**config.mk**
```make
export PLATFORM = sky130hd
export DESIGN_NAME = card_slot_control_regs
export DESIGN_NICKNAME = d
export VERILOG_FILES = /design/src/card_slot_pkg.sv /design/src/card_clock_gen.sv /design/src/card_slot_control_regs.sv
export SDC_FILE = /design/constraint.sdc
export NUM_CORES = 1
export LEC_CHECK = 0
export BUFFER_PORTS_ARGS = -buffer_cell sky130_fd_sc_hd__clkbuf_2
export CAP_MARGIN = 20
export CORE_MARGIN = 8
export CORE_UTILIZATION = 55
export CTS_BUF_LIST = sky130_fd_sc_hd__clkbuf_2 sky130_fd_sc_hd__clkbuf_4 sky130_fd_sc_hd__clkbuf_8
export DETAILED_ROUTE_END_ITERATION = 8
export GPL_TIMING_DRIVEN = 0
export PLACE_DENSITY = 0.86
export SLEW_MARGIN = 20
export SYNTH_ARGS = -nofsm -noshare
export SYNTH_HDL_FRONTEND = slang
export SYNTH_SLANG_ARGS = --single-unit
```
**constraint.sdc**
```tcl
create_clock -name SYS_CLK -period 3.88 [get_ports SYS_CLK]
set_input_delay 0.388 -clock SYS_CLK [delete_from_list [all_inputs] [get_ports SYS_CLK]]
set_output_delay 0.388 -clock SYS_CLK [all_outputs]
set_load 0.1 [all_outputs]
```
**src/card_slot_pkg.sv**
```systemverilog
// constants and types shared by the card slot control register bank
// assumes a byte-wide register port fed by an already decoded I2C front end
package card_slot_pkg;

   // ==========================================================
   // register addresses
   localparam logic [7:0] ADDR_SLOT_CONTROL = 8'h03;
   localparam logic [7:0] ADDR_SLOT_VIEW    = 8'h42;

   // ==========================================================
   // slot_control_write field positions
   localparam int BIT_LOW_VOLTAGE  = 7;
   localparam int BIT_IO_CONNECT   = 6;
   localparam int BIT_VIEW_HI      = 5;
   localparam int BIT_VIEW_LO      = 4;
   localparam int BIT_CLK_LOW_PWR  = 3;
   localparam int BIT_HIGH_LOW_V   = 2;
   localparam int BIT_RESTART      = 1;
   localparam int BIT_START        = 0;

   // ==========================================================
   // slot_config_view field positions
   localparam int BIT_RESET_LEVEL  = 6;
   localparam int BIT_LP_CLK_HI    = 3;
   localparam int BIT_LP_CLK_LO    = 2;
   localparam int BIT_DIV_HI       = 1;
   localparam int BIT_DIV_LO       = 0;

   // ==========================================================
   // reset values
   localparam logic [7:0]  RST_SHORT_COUNT = 8'hAA;
   localparam logic [7:0]  RST_LONG_HIGH   = 8'hA4;
   localparam logic [7:0]  RST_LONG_LOW    = 8'h74;
   localparam logic [1:0]  RST_LP_CLK      = 2'h0;
   localparam logic [1:0]  RST_DIVIDER     = 2'h0;
   localparam logic        RST_RESET_LEVEL = 1'b0;
   localparam logic [7:0]  READ_UNMAPPED   = 8'h00;

   // ==========================================================
   // clock divider ratios
   localparam logic [3:0] DIV_RATIO_0 = 4'h1;
   localparam logic [3:0] DIV_RATIO_1 = 4'h2;
   localparam logic [3:0] DIV_RATIO_2 = 4'h4;
   localparam logic [3:0] DIV_RATIO_3 = 4'h5;

   // ==========================================================
   // types
   typedef enum logic [1:0] {
      VCC_OFF,
      VCC_1V8,
      VCC_3V,
      VCC_5V
   } vcc_type;

   typedef enum logic [1:0] {
      VIEW_CONFIG,
      VIEW_SHORT,
      VIEW_LONG_HIGH,
      VIEW_LONG_LOW
   } view_type;

   typedef enum logic [1:0] {
      CLK_SRC_LOW,
      CLK_SRC_HIGH,
      CLK_SRC_OSC_HALF,
      CLK_SRC_DIV
   } clk_src_type;

endpackage : card_slot_pkg

```
**src/card_clock_gen.sv**
```systemverilog
// card clock generator: divides the shared external clock or picks a level
// assumes the external clock pin is far slower than sys_clk (sampled input)
module card_clock_gen (
   input  wire logic                      sys_clk,
   input  wire logic                      rst_n,
   input  wire logic                      ext_clk_pin,
   input  wire card_slot_pkg::clk_src_type clk_src,
   input  wire logic [1:0]                div_code,
   output      logic                      clk_out
);
   import card_slot_pkg::*;

   logic       sync1_ff;
   logic       sync2_ff;
   logic       prev_ff;
   logic [3:0] half_cnt_ff;
   logic       osc_ff;
   logic       clk_ff;
   logic       nxt_sync1;
   logic       nxt_sync2;
   logic       nxt_prev;
   logic [3:0] nxt_half_cnt;
   logic       nxt_osc;
   logic       nxt_clk;
   logic [3:0] ratio;
   logic [3:0] limit;

   function automatic logic [3:0] div_ratio(input logic [1:0] code);
      case (code)
         2'h0:    div_ratio = DIV_RATIO_0;
         2'h1:    div_ratio = DIV_RATIO_1;
         2'h2:    div_ratio = DIV_RATIO_2;
         default: div_ratio = DIV_RATIO_3;
      endcase
   endfunction : div_ratio

   // ==========================================================
   // next state
   always_comb begin
      nxt_sync1    = ext_clk_pin;
      nxt_sync2    = sync1_ff;
      nxt_prev     = sync2_ff;
      ratio        = div_ratio(div_code);
      limit        = 4'((ratio << 1) - 4'h1);
      nxt_half_cnt = half_cnt_ff;
      // every input edge is one half period; a ratio change takes effect
      // at once, even mid period, so the card can see a runt pulse
      if (sync2_ff != prev_ff) begin
         if (half_cnt_ff >= limit) begin
            nxt_half_cnt = 4'h0;
         end else begin
            nxt_half_cnt = 4'(half_cnt_ff + 4'h1);
         end
      end
      nxt_osc = ~osc_ff;
      case (clk_src)
         CLK_SRC_LOW:      nxt_clk = 1'b0;
         CLK_SRC_HIGH:     nxt_clk = 1'b1;
         CLK_SRC_OSC_HALF: nxt_clk = osc_ff;
         CLK_SRC_DIV:      nxt_clk = (nxt_half_cnt < ratio);
         default:          nxt_clk = 1'b0;
      endcase
   end

   always_ff @(posedge sys_clk) begin
      if (!rst_n) begin
         sync1_ff    <= 1'b0;
         sync2_ff    <= 1'b0;
         prev_ff     <= 1'b0;
         half_cnt_ff <= 4'h0;
         osc_ff      <= 1'b0;
         clk_ff      <= 1'b0;
      end else begin
         sync1_ff    <= nxt_sync1;
         sync2_ff    <= nxt_sync2;
         prev_ff     <= nxt_prev;
         half_cnt_ff <= nxt_half_cnt;
         osc_ff      <= nxt_osc;
         clk_ff      <= nxt_clk;
      end
   end

   assign clk_out = clk_ff;

endmodule : card_clock_gen

```
**src/card_slot_control_regs.sv**
```systemverilog
// control registers of one card slot (slots 3 to 5) behind the I2C front end
// assumes the front end gives one-cycle byte read and write strobes on
// SYS_CLK; sequencer inputs share SYS_CLK, fault and presence pins do not
//
// Summary of operation
// - low voltage select high forces 1.8 V, high/low select ignored
// - low voltage select low: high/low select gives 5 V or 3 V
// - both voltage select bits keep their value while start is set
// - io connect one joins host and card io; zero isolates both
// - clock low power select picks low power setting or divider field
// - in synchronous mode low power select is locked while start set
// - writing restart one launches a warm reset of the slot
// - restart bit clears on detected start bit or no-answer flag
// - start one activates only without faults and with card inserted
// - writing start zero launches the deactivation sequence
// - view select steers register 1 to config, short, long high, long low
// - sync: reset level bit drives reset pin; async: hardware drives it
// - config view: low power setting bits 3:2, divider bits 1:0
// - async low power setting: low, high, half oscillator, divider
// - async divider divides shared clock by one, two, four or five
// - short counter view: 8-bit counter, reset value AAh
// - long counter views: 16-bit counter, resets A4h and 74h
module card_slot_control_regs (
   input  wire logic                  SYS_CLK,
   input  wire logic                  RST_N,
   input  wire logic [7:0]            REG_ADDR,
   input  wire logic                  REG_WR,
   input  wire logic                  REG_RD,
   input  wire logic [7:0]            REG_WDATA,
   output      logic [7:0]            REG_RDATA,
   input  wire logic                  SUPERVISOR_FAULT,
   input  wire logic                  OVERLOAD_FAULT,
   input  wire logic                  CARD_INSERTED,
   input  wire logic                  START_BIT_SEEN,
   input  wire logic                  NO_ANSWER,
   input  wire logic                  ATR_RESET_LEVEL,
   input  wire logic                  SHARED_CLOCK_INPUT,
   output      card_slot_pkg::vcc_type VCC_SELECT,
   output      logic                  IO_CONNECT,
   output      logic                  CARD_RESET,
   output      logic                  CARD_CLK,
   output      logic                  SESSION_ACTIVE,
   output      logic                  ASYNC_MODE,
   output      logic                  ACTIVATE,
   output      logic                  DEACTIVATE,
   output      logic                  WARM_RESET,
   output      logic [7:0]            SHORT_COUNT,
   output      logic [15:0]           LONG_COUNT
);
   import card_slot_pkg::*;

   // ==========================================================
   // pin synchronisers
   logic [2:0] fault_s1_ff;
   logic [2:0] fault_s2_ff;

   always_ff @(posedge SYS_CLK) begin
      if (!RST_N) begin
         fault_s1_ff <= 3'h0;
         fault_s2_ff <= 3'h0;
      end else begin
         fault_s1_ff <= {SUPERVISOR_FAULT, OVERLOAD_FAULT, CARD_INSERTED};
         fault_s2_ff <= fault_s1_ff;
      end
   end

   logic supervisor_fault;
   logic overload_fault;
   logic card_inserted;
   assign supervisor_fault = fault_s2_ff[2];
   assign overload_fault   = fault_s2_ff[1];
   assign card_inserted    = fault_s2_ff[0];

   // ==========================================================
   // control state
   logic        low_voltage_select_ff;
   logic        high_low_voltage_select_ff;
   logic        io_connect_ff;
   view_type    view_ff;
   logic        clock_low_power_select_ff;
   logic        restart_ff;
   logic        start_ff;
   logic        async_mode_ff;
   logic        card_reset_level_ff;
   logic [1:0]  low_power_clock_setting_ff;
   logic [1:0]  clock_divider_field_ff;
   logic [7:0]  short_count_ff;
   logic [15:0] long_count_ff;
   logic [7:0]  rdata_ff;
   logic        activate_ff;
   logic        deactivate_ff;
   logic        warm_ff;
   vcc_type     vcc_ff;
   logic        card_reset_ff;

   logic        nxt_low_voltage_select;
   logic        nxt_high_low_voltage_select;
   logic        nxt_io_connect;
   view_type    nxt_view;
   logic        nxt_clock_low_power_select;
   logic        nxt_restart;
   logic        nxt_start;
   logic        nxt_async_mode;
   logic        nxt_card_reset_level;
   logic [1:0]  nxt_low_power_clock_setting;
   logic [1:0]  nxt_clock_divider_field;
   logic [7:0]  nxt_short_count;
   logic [15:0] nxt_long_count;
   logic [7:0]  nxt_rdata;
   logic        nxt_activate;
   logic        nxt_deactivate;
   logic        nxt_warm;
   vcc_type     nxt_vcc;
   logic        nxt_card_reset;

   logic        wr_control;
   logic        wr_view;
   logic        sync_session;
   logic [1:0]  eff_lp_setting;
   logic [1:0]  eff_divider;
   clk_src_type clk_src;

   assign wr_control   = REG_WR && (REG_ADDR == ADDR_SLOT_CONTROL);
   assign wr_view      = REG_WR && (REG_ADDR == ADDR_SLOT_VIEW);
   assign sync_session = start_ff && !async_mode_ff;

   always_comb begin
      nxt_low_voltage_select      = low_voltage_select_ff;
      nxt_high_low_voltage_select = high_low_voltage_select_ff;
      nxt_io_connect              = io_connect_ff;
      nxt_view                    = view_ff;
      nxt_clock_low_power_select  = clock_low_power_select_ff;
      nxt_restart                 = restart_ff;
      nxt_start                   = start_ff;
      nxt_async_mode              = async_mode_ff;
      nxt_card_reset_level        = card_reset_level_ff;
      nxt_low_power_clock_setting = low_power_clock_setting_ff;
      nxt_clock_divider_field     = clock_divider_field_ff;
      nxt_short_count             = short_count_ff;
      nxt_long_count              = long_count_ff;
      nxt_activate                = 1'b0;
      nxt_deactivate              = 1'b0;
      nxt_warm                    = 1'b0;
      nxt_rdata                   = rdata_ff;

      // clear first so a same-cycle write of one wins
      if (START_BIT_SEEN || NO_ANSWER) begin
         nxt_restart = 1'b0;
      end

      if (wr_control) begin
         if (!start_ff) begin
            nxt_low_voltage_select      = REG_WDATA[BIT_LOW_VOLTAGE];
            nxt_high_low_voltage_select = REG_WDATA[BIT_HIGH_LOW_V];
         end
         nxt_io_connect = REG_WDATA[BIT_IO_CONNECT];
         nxt_view = view_type'(REG_WDATA[BIT_VIEW_HI:BIT_VIEW_LO]);
         if (!sync_session) begin
            nxt_clock_low_power_select = REG_WDATA[BIT_CLK_LOW_PWR];
         end
         if (REG_WDATA[BIT_RESTART]) begin
            nxt_restart = 1'b1;
            nxt_warm    = 1'b1;
         end
         if (REG_WDATA[BIT_START]) begin
            if (!start_ff && !supervisor_fault && !overload_fault
                && card_inserted) begin
               nxt_start      = 1'b1;
               nxt_activate   = 1'b1;
               // reset level at activation picks card protocol
               nxt_async_mode = card_reset_level_ff;
            end
         end else begin
            nxt_start = 1'b0;
            nxt_deactivate = start_ff;
         end
      end

      if (wr_view) begin
         case (view_ff)
            VIEW_CONFIG: begin
               // reserved bits 7, 5, 4 are not stored
               nxt_card_reset_level = REG_WDATA[BIT_RESET_LEVEL];
               nxt_low_power_clock_setting =
                  REG_WDATA[BIT_LP_CLK_HI:BIT_LP_CLK_LO];
               nxt_clock_divider_field =
                  REG_WDATA[BIT_DIV_HI:BIT_DIV_LO];
            end
            VIEW_SHORT:     nxt_short_count = REG_WDATA;
            VIEW_LONG_HIGH: nxt_long_count[15:8] = REG_WDATA;
            VIEW_LONG_LOW:  nxt_long_count[7:0] = REG_WDATA;
            default:        nxt_short_count = short_count_ff;
         endcase
      end

      // register 0 read side is status logic outside this bank
      if (REG_RD) begin
         if (REG_ADDR == ADDR_SLOT_VIEW) begin
            case (view_ff)
               VIEW_CONFIG: begin
                  nxt_rdata = 8'h00;
                  nxt_rdata[BIT_RESET_LEVEL] = card_reset_ff;
                  nxt_rdata[BIT_LP_CLK_HI:BIT_LP_CLK_LO] = eff_lp_setting;
                  nxt_rdata[BIT_DIV_HI:BIT_DIV_LO] = eff_divider;
               end
               VIEW_SHORT:     nxt_rdata = short_count_ff;
               VIEW_LONG_HIGH: nxt_rdata = long_count_ff[15:8];
               VIEW_LONG_LOW:  nxt_rdata = long_count_ff[7:0];
               default:        nxt_rdata = READ_UNMAPPED;
            endcase
         end else begin
            nxt_rdata = READ_UNMAPPED;
         end
      end

      if (low_voltage_select_ff) begin
         nxt_vcc = VCC_1V8;
      end else if (high_low_voltage_select_ff) begin
         nxt_vcc = VCC_5V;
      end else begin
         nxt_vcc = VCC_3V;
      end

      if (start_ff && async_mode_ff) begin
         nxt_card_reset = ATR_RESET_LEVEL;
      end else begin
         nxt_card_reset = card_reset_level_ff;
      end
   end

   // ==========================================================
   // clock source selection
   always_comb begin
      eff_lp_setting = low_power_clock_setting_ff;
      eff_divider    = clock_divider_field_ff;
      if (sync_session) begin
         // with low power select set, synchronous cards get a level only; the divider is held at zero
         eff_divider = 2'h0;
         if (clock_low_power_select_ff) begin
            eff_lp_setting[1] = 1'b0;
         end
      end
      if (clock_low_power_select_ff) begin
         case (eff_lp_setting)
            2'h0:    clk_src = CLK_SRC_LOW;
            2'h1:    clk_src = CLK_SRC_HIGH;
            2'h2:    clk_src = CLK_SRC_OSC_HALF;
            default: clk_src = CLK_SRC_DIV;
         endcase
      end else begin
         clk_src = CLK_SRC_DIV;
      end
   end

   always_ff @(posedge SYS_CLK) begin
      if (!RST_N) begin
         low_voltage_select_ff      <= 1'b0;
         high_low_voltage_select_ff <= 1'b0;
         io_connect_ff              <= 1'b0;
         view_ff                    <= VIEW_CONFIG;
         clock_low_power_select_ff  <= 1'b0;
         restart_ff                 <= 1'b0;
         start_ff                   <= 1'b0;
         async_mode_ff              <= 1'b0;
         card_reset_level_ff        <= RST_RESET_LEVEL;
         low_power_clock_setting_ff <= RST_LP_CLK;
         clock_divider_field_ff     <= RST_DIVIDER;
         short_count_ff             <= RST_SHORT_COUNT;
         long_count_ff              <= {RST_LONG_HIGH, RST_LONG_LOW};
         rdata_ff                   <= READ_UNMAPPED;
         activate_ff                <= 1'b0;
         deactivate_ff              <= 1'b0;
         warm_ff                    <= 1'b0;
         vcc_ff                     <= VCC_OFF;
         card_reset_ff              <= RST_RESET_LEVEL;
      end else begin
         low_voltage_select_ff      <= nxt_low_voltage_select;
         high_low_voltage_select_ff <= nxt_high_low_voltage_select;
         io_connect_ff              <= nxt_io_connect;
         view_ff                    <= nxt_view;
         clock_low_power_select_ff  <= nxt_clock_low_power_select;
         restart_ff                 <= nxt_restart;
         start_ff                   <= nxt_start;
         async_mode_ff              <= nxt_async_mode;
         card_reset_level_ff        <= nxt_card_reset_level;
         low_power_clock_setting_ff <= nxt_low_power_clock_setting;
         clock_divider_field_ff     <= nxt_clock_divider_field;
         short_count_ff             <= nxt_short_count;
         long_count_ff              <= nxt_long_count;
         rdata_ff                   <= nxt_rdata;
         activate_ff                <= nxt_activate;
         deactivate_ff              <= nxt_deactivate;
         warm_ff                    <= nxt_warm;
         vcc_ff                     <= nxt_vcc;
         card_reset_ff              <= nxt_card_reset;
      end
   end

   // ==========================================================
   // card clock
   card_clock_gen clock_gen (
      .sys_clk     (SYS_CLK),
      .rst_n       (RST_N),
      .ext_clk_pin (SHARED_CLOCK_INPUT),
      .clk_src     (clk_src),
      .div_code    (eff_divider),
      .clk_out     (CARD_CLK)
   );

   assign REG_RDATA      = rdata_ff;
   assign VCC_SELECT     = vcc_ff;
   assign IO_CONNECT     = io_connect_ff;
   assign CARD_RESET     = card_reset_ff;
   assign SESSION_ACTIVE = start_ff;
   assign ASYNC_MODE     = async_mode_ff;
   assign ACTIVATE       = activate_ff;
   assign DEACTIVATE     = deactivate_ff;
   assign WARM_RESET     = warm_ff;
   assign SHORT_COUNT    = short_count_ff;
   assign LONG_COUNT     = long_count_ff;

endmodule : card_slot_control_regs

```
-- After elaboration in Yosys (flattened, before gate mapping)
Cells that the tools add are included.
- register bits after elaboration: 66
- bits in latches: 0
- memory bits (writable): 0
- memory bits (read-only): 0
- input bits: 27
- output and inout port bits: 42
- logic and storage cells: 96
- memories kept: 0
- add/sub/neg operators: 2
- multiply operators: 0
- div/mod/pow operators: 0
- $lt $le $gt $ge: 2
- equal/unequal tests: 14
- shifts and indexed selects: 0
- multiplexer cells: 18
- bitwise operators: 5
- reductions and logical operators: 27
- operators by type and width (operator ; count):
    8-bit case mux with 4 select lines ; 1
    2-bit AND reduction ; 8
    2-bit == test, second input constant ; 6
    1-bit 2-to-1 mux ; 9
    3-bit case mux with 3 select lines ; 1
    2-bit by 1-bit == test with 1-bit output, second input constant ; 4
    8-bit by 2-bit == test with 1-bit output, second input constant ; 1
    8-bit by 7-bit == test with 1-bit output, second input constant ; 1
    2-bit zero test ; 4
    4-bit 2-to-1 mux ; 2
    8-bit 2-to-1 mux ; 1
    1-bit logical AND ; 7
    2-bit case mux with 3 select lines ; 1
    3-bit AND reduction ; 2
    1-bit inverter ; 5
    4-bit by 1-bit adder with 4-bit output, second input constant ; 1
    4-bit >= comparator ; 1
    1-bit zero test ; 4
    4-bit by 3-bit < comparator with 1-bit output ; 1
    2-bit 2-to-1 mux ; 2
    1-bit case mux with 4 select lines ; 1
    4-bit by 1-bit subtractor with 4-bit output, second input constant ; 1
    3-bit OR reduction ; 1
    2-bit by 1-bit inequality test with 1-bit output, second input constant ; 1
    other kinds (2) ; 2

-- Depth between registers and ports, before layout
- word-level depth: 11
- gate-level depth with buffers: 16
- gate-level depth less buffers: 14

-- By module
A second synthesis with hierarchy kept.
- cells, all modules: 310
- area total of the unflattened synthesis: 3007.9 sq um
- by module, submodules not included (module ; instances ; cells an instance ; area each (sq um) ; sequential area each (sq um)):
    card_slot_control_regs ; 1 ; 250 ; 2462.4 ; 1141.1
    card_clock_gen ; 1 ; 60 ; 545.5 ; 180.2

-- Worst setup path after synthesis
OpenSTA, ideal clock, no wires.
- path kind: reg2reg
- start point: reg start_ff, in the netlist SESSION_ACTIVE
- end point: reg clock_gen.clk_ff, in the netlist clock_gen.clk_out
- setup time: 92 ps
- arrival time: 3357 ps
- data required time: 3788 ps
- setup slack: 431 ps
- stages on the path, launching flop included: 15
- buffers on the path: 2
- period minus slack after synthesis: 3449 ps
- cell sequence: dfxtp_1 clkbuf_1 nand2b_1 clkbuf_1 and2_1 ha_1 ha_1 a21oi_1 o21ai_0 and2_1 nor2_1 ha_1 o21ai_0 a41oi_1 o32ai_1
- longest elaborated chain between the ends: 10
- elaborated cells on any way between the ends: 22
- classes of those cells: add/sub (1); order compare (2); eq/ne (7); mux (8); reduce/logical (4)
- ends and longest elaborated chain (element ; RTL line ; text):
    start, declared ; card_slot_control_regs.sv:82 ; logic start_ff;
    start signal, assigned ; card_slot_control_regs.sv:283 ; start_ff <= nxt_start;
    1-bit logical AND * ; card_slot_control_regs.sv:125 ; assign sync_session = start_ff && !async_mode_ff;
    2-bit 2-to-1 mux * ; card_slot_control_regs.sv:236 ; if (sync_session) begin
    2-bit == test (tied with other cells) ; card_clock_gen.sv:29 ; case (code)
    3-bit case mux with 3 select lines * ; card_clock_gen.sv:29 ;
    4-bit by 1-bit subtractor with 4-bit output * ; card_clock_gen.sv:44 ; limit = 4'((ratio << 1) - 4'h1);
    4-bit >= comparator * ; card_clock_gen.sv:49 ; if (half_cnt_ff >= limit) begin
    4-bit 2-to-1 mux * ; card_clock_gen.sv:49 ;
    4-bit 2-to-1 mux * ; card_clock_gen.sv:48 ; if (sync2_ff != prev_ff) begin
    named net clock_gen.nxt_half_cnt[1] ; card_clock_gen.sv:22 ; logic [3:0] nxt_half_cnt;
    4-bit by 3-bit < comparator with 1-bit output * ; card_clock_gen.sv:60 ; CLK_SRC_DIV: nxt_clk = (nxt_half_cnt < ratio);
    1-bit case mux with 4 select lines * ; card_clock_gen.sv:56 ; case (clk_src)
    end signal, assigned ; card_clock_gen.sv:79 ; clk_ff <= nxt_clk;
    end, declared ; card_clock_gen.sv:18 ; logic clk_ff;
The timed path passes the listed nets; every way through them passes the cells marked *.
A chain may end at the register's enable or synchronous reset.

-- Final worst setup path
Same ends and word-level chain as after synthesis.

==> metrics.md <==
| Metric | Value |
|---|---|
| Status | `finished clean` |
| Initial DRC count | `149` |
| Port-buffer cells | `65` |
| Initial Util | `56.7%` |
| Initial DRT Pass Iterations | `5` |
| Yosys top cell by area | `dfxtp_1` |
| Final Instance Area | `0.00350 mm²` |
| CTS max path bufs | `2` |
| Fmax | `0.312 GHz` |
| I/O pin count | `69` |
| Initial antenna violation count | `0` |
| Hold-fix buffers, CTS | `0` |
| Synth cell types | `49` |
| Post-synth EDFFs | `0` |
| Layout Utilization | `68.6%` |
| Synth Net Count | `338` |
| Vias in the first global route | `2,575` |
| Worst R2R Setup Slack | `0.68 ns` |
| Ys Warns | `0` |
| Crit-path max cell delay | `0.32 ns` |
| Die width | `88.6 µm` |
| XOR/XNOR Fraction of Synth Area | `0.907%` |
| Num rows | `26` |
| Clock skew | `0.00777 ns` |
| GRT overflow | `0` |
| Design Power | `0.00132 W` |
| Postcts setup bufs | `0` |
| Launch point of the worst reg-to-reg path | `SESSION_ACTIVE` |
| Proportion of layout cells with a drive suffix above 1 | `25.3%` |
| Clock transition at path regs | `0.07 ns` |
| Cell family with most CP delay | `adder cells` |
| Worst setup path category | `flop to flop` |
| Cell count after synthesis | `302` |
| Startpoint types | `flop` |
| Largest family of logic cells by synthesized area | `simple AND/OR/NAND/NOR gates` |
| Compound-Gate Fraction of Synth Area | `9.46%` |
| Total CTS buffers | `9` |
| Worst path arrival time | `3.45 ns` |
| RD Place Congestion | `0.825` |
| Worst-margin pin slew | `0.609 ns` |
| Endpoint type of the worst setup path | `flop` |
| Worst slew margin | `59.4%` |
| Layout net count | `414` |
| First-pass GRT wire length | `12,200 µm` |
| Async S/R FF share, synth | `0%` |
| Mapped cell area | `0.00290 mm²` |
| Vias per inst | `5.50` |
| Peak supply drop | `0.289 mV` |
| Synth cell count leaders | `dfxtp_1, mux2i_1, nand2_1, nor2_1, a21oi_1` |
| Synth Area in Simple Gates | `22.1%` |
| DR vias | `2,492` |
| Lkg Pwr | `1.64 nW` |
| Clock Latency Late Sink | `0.34 ns` |
| Worst setup endpoint | `clock_gen.clk_out` |
| Hold/Removal Path Class | `input port to flop` |
| H-tree lvl count | `3` |
| Crit. Startpoint | `SESSION_ACTIVE` |
| Final period util | `82.5%` |
| Most frequent cell after synthesis | `dfxtp_1` |
| Final hold violations | `0` |
| Average size of a mapped cell | `9.59 µm²` |
| Largest net degree at the start of global routing | `11` |
| Max-slew violation count | `0` |
| Data required, critical path | `4.12 ns` |
| DRC violations left | `0` |
| CTS tree | `built` |
| Setup TNS | `0 ns` |
| Sequential area share after synthesis | `45.6%` |
| Synth top area share | `45.6%` |
| R2R cell count | `14` |
| Crit-path most repeated cell | `ha_1` |
| N_diodes | `0` |
| Worst Path Max Fanout | `10` |
| Die Ht | `88.6 µm` |
| Crit-path slowest cell | `dfxtp_1` |
| Routed wire length | `7530 µm` |
| Final setup vio count | `0` |
| RSZ-0062 raised after global routing | `no` |
| Fin crit period | `3.20 ns` |
| Post-DP Area | `0.00331 mm²` |
| Root buf cell | `clkbuf_8` |
| Post-Synth Adder-Cell Area | `3.89%` |
| GRT Total Usage | `20.4%` |
| Worst path bufs/invs | `2` |
| DP HPWL | `5450 µm` |
| Yosys reg bits | `66` |
| Critical Path, Cell by Cell | `clkbuf_1 > nand2b_1 > clkbuf_1 > and2_1 > ha_1 > ha_1 > a21oi_1 > o21ai_0 > and2_1 > nor2_1 > ha_1 > o21ai_0 > a41oi_1 > o32ai_1` |
| Worst path depth | `14` |
| Routed Antenna Nets | `0` |
| Mux share of post-synthesis cell area | `14.7%` |
| Core ar. | `0.00511 mm²` |
| Max Cap Viol | `0` |
| Synth area leaders | `dfxtp_1, mux2i_1, nand2_1` |
| Area growth syn-to-layout | `21.0%` |
| PostCTS Resize Cnt | `0` |
| Pwr dens | `377 mW/mm²` |
| Worst r2r dst | `clock_gen.clk_out` |
| Hold path depth | `2` |
| Die area | `0.00784 mm²` |
| Clock Sink Count | `66` |
| Ys flop type | `dfxtp_1` |
| Wire length per cell | `16.6 µm` |
[final cells by class]
cell class | count | area, µm²
buffer | 15 | 62.6
clock buffer | 15 | 188
clock inverter | 1 | 7.51
fill | 379 | 1600
inverter | 9 | 33.8
multi-input combinational | 212 | 1480
sequential | 66 | 1320
tap | 70 | 87.6
timing repair buffer | 65 | 325
[power breakdown]
part	switching [W]	total, W	internal (W)
logic	0.0000544	0.0000783	0.0000238
registers	0.00000340	0.000689	0.000685
clock network	0.000249	0.000556	0.000306
[registers in the layout, summed over array words and instances (netlist names), 2 cells and up]
signal / flops
low_power_clock_setting_ff: 2
view_ff: 2
VCC_SELECT: 2
clock_divider_field_ff: 2
fault_s2_ff: 3
REG_RDATA: 8
SHORT_COUNT: 8
clock_gen.half_cnt_ff: 4
LONG_COUNT: 16
fault_s1_ff: 3
[stage by stage]
| step | cells | hold WS [ns] | setup WS, ns |
|---|---|---|---|
| 2_1_floorplan | 302 | 0.385 | 0.431 |
| 3_3_place_gp | 437 | 0.393 | 0.759 |
| 3_5_place_dp | 437 | 0.397 | 0.706 |
| 4_1_cts | 453 | 0.248 | 0.692 |
| 5_1_grt | 453 | 0.259 | 0.362 |
| 6_report | 453 | 0.258 | 0.677 |
[logic make-up after synthesis]
family | Yosys count
AOI/OAI and AO/OA | 43
xor gates and xnor gates | 3
adders and majority gates | 9
buffers and inverters | 24
DFF | 66
muxes | 40
and+or+nand+nor | 117
[cell usage in the layout, fill, tap and decap left out, types with 11 or more instances in the layout]
cell type and count:
a21oi_1 21, and2_1 11, clkbuf_1 11, clkbuf_2 65, clkbuf_8 12, dfxtp_1 66, mux2i_1 37, nand2_1 37
nor2_1 25, nor2b_1 11
[how the worst min path moves through the flow]
| stage | startpoint | endpoint | slack, ns |
|---|---|---|---|
| 4_1_cts | CARD_INSERTED | fault_s1_ff[0] | 0.25 |
| 5_1_grt | CARD_INSERTED | fault_s1_ff[0] | 0.26 |
| 3_5_place_dp | clock_gen.osc_ff | clock_gen.osc_ff | 0.40 |
| 6_report | CARD_INSERTED | fault_s1_ff[0] | 0.26 |
| 2_1_floorplan | clock_gen.osc_ff | clock_gen.osc_ff | 0.39 |
| 3_3_place_gp | clock_gen.osc_ff | clock_gen.osc_ff | 0.39 |
[routing by layer]
| metal | routed length, µm | share of wire [%] | GRT usage [%] | vias up |
|---|---|---|---|---|
| met5 | 0 | 0 | 0 | - |
| met4 | 180 | 2.4 | 11.5 | 0 |
| met3 | 554 | 7.4 | 5.48 | 17 |
| met2 | 3610 | 48 | 33.4 | 100 |
| met1 | 3200 | 42 | 23.5 | 1174 |
| li1 | - | - | - | 1201 |
No activity file was read; power rests on OpenSTA's default activity.
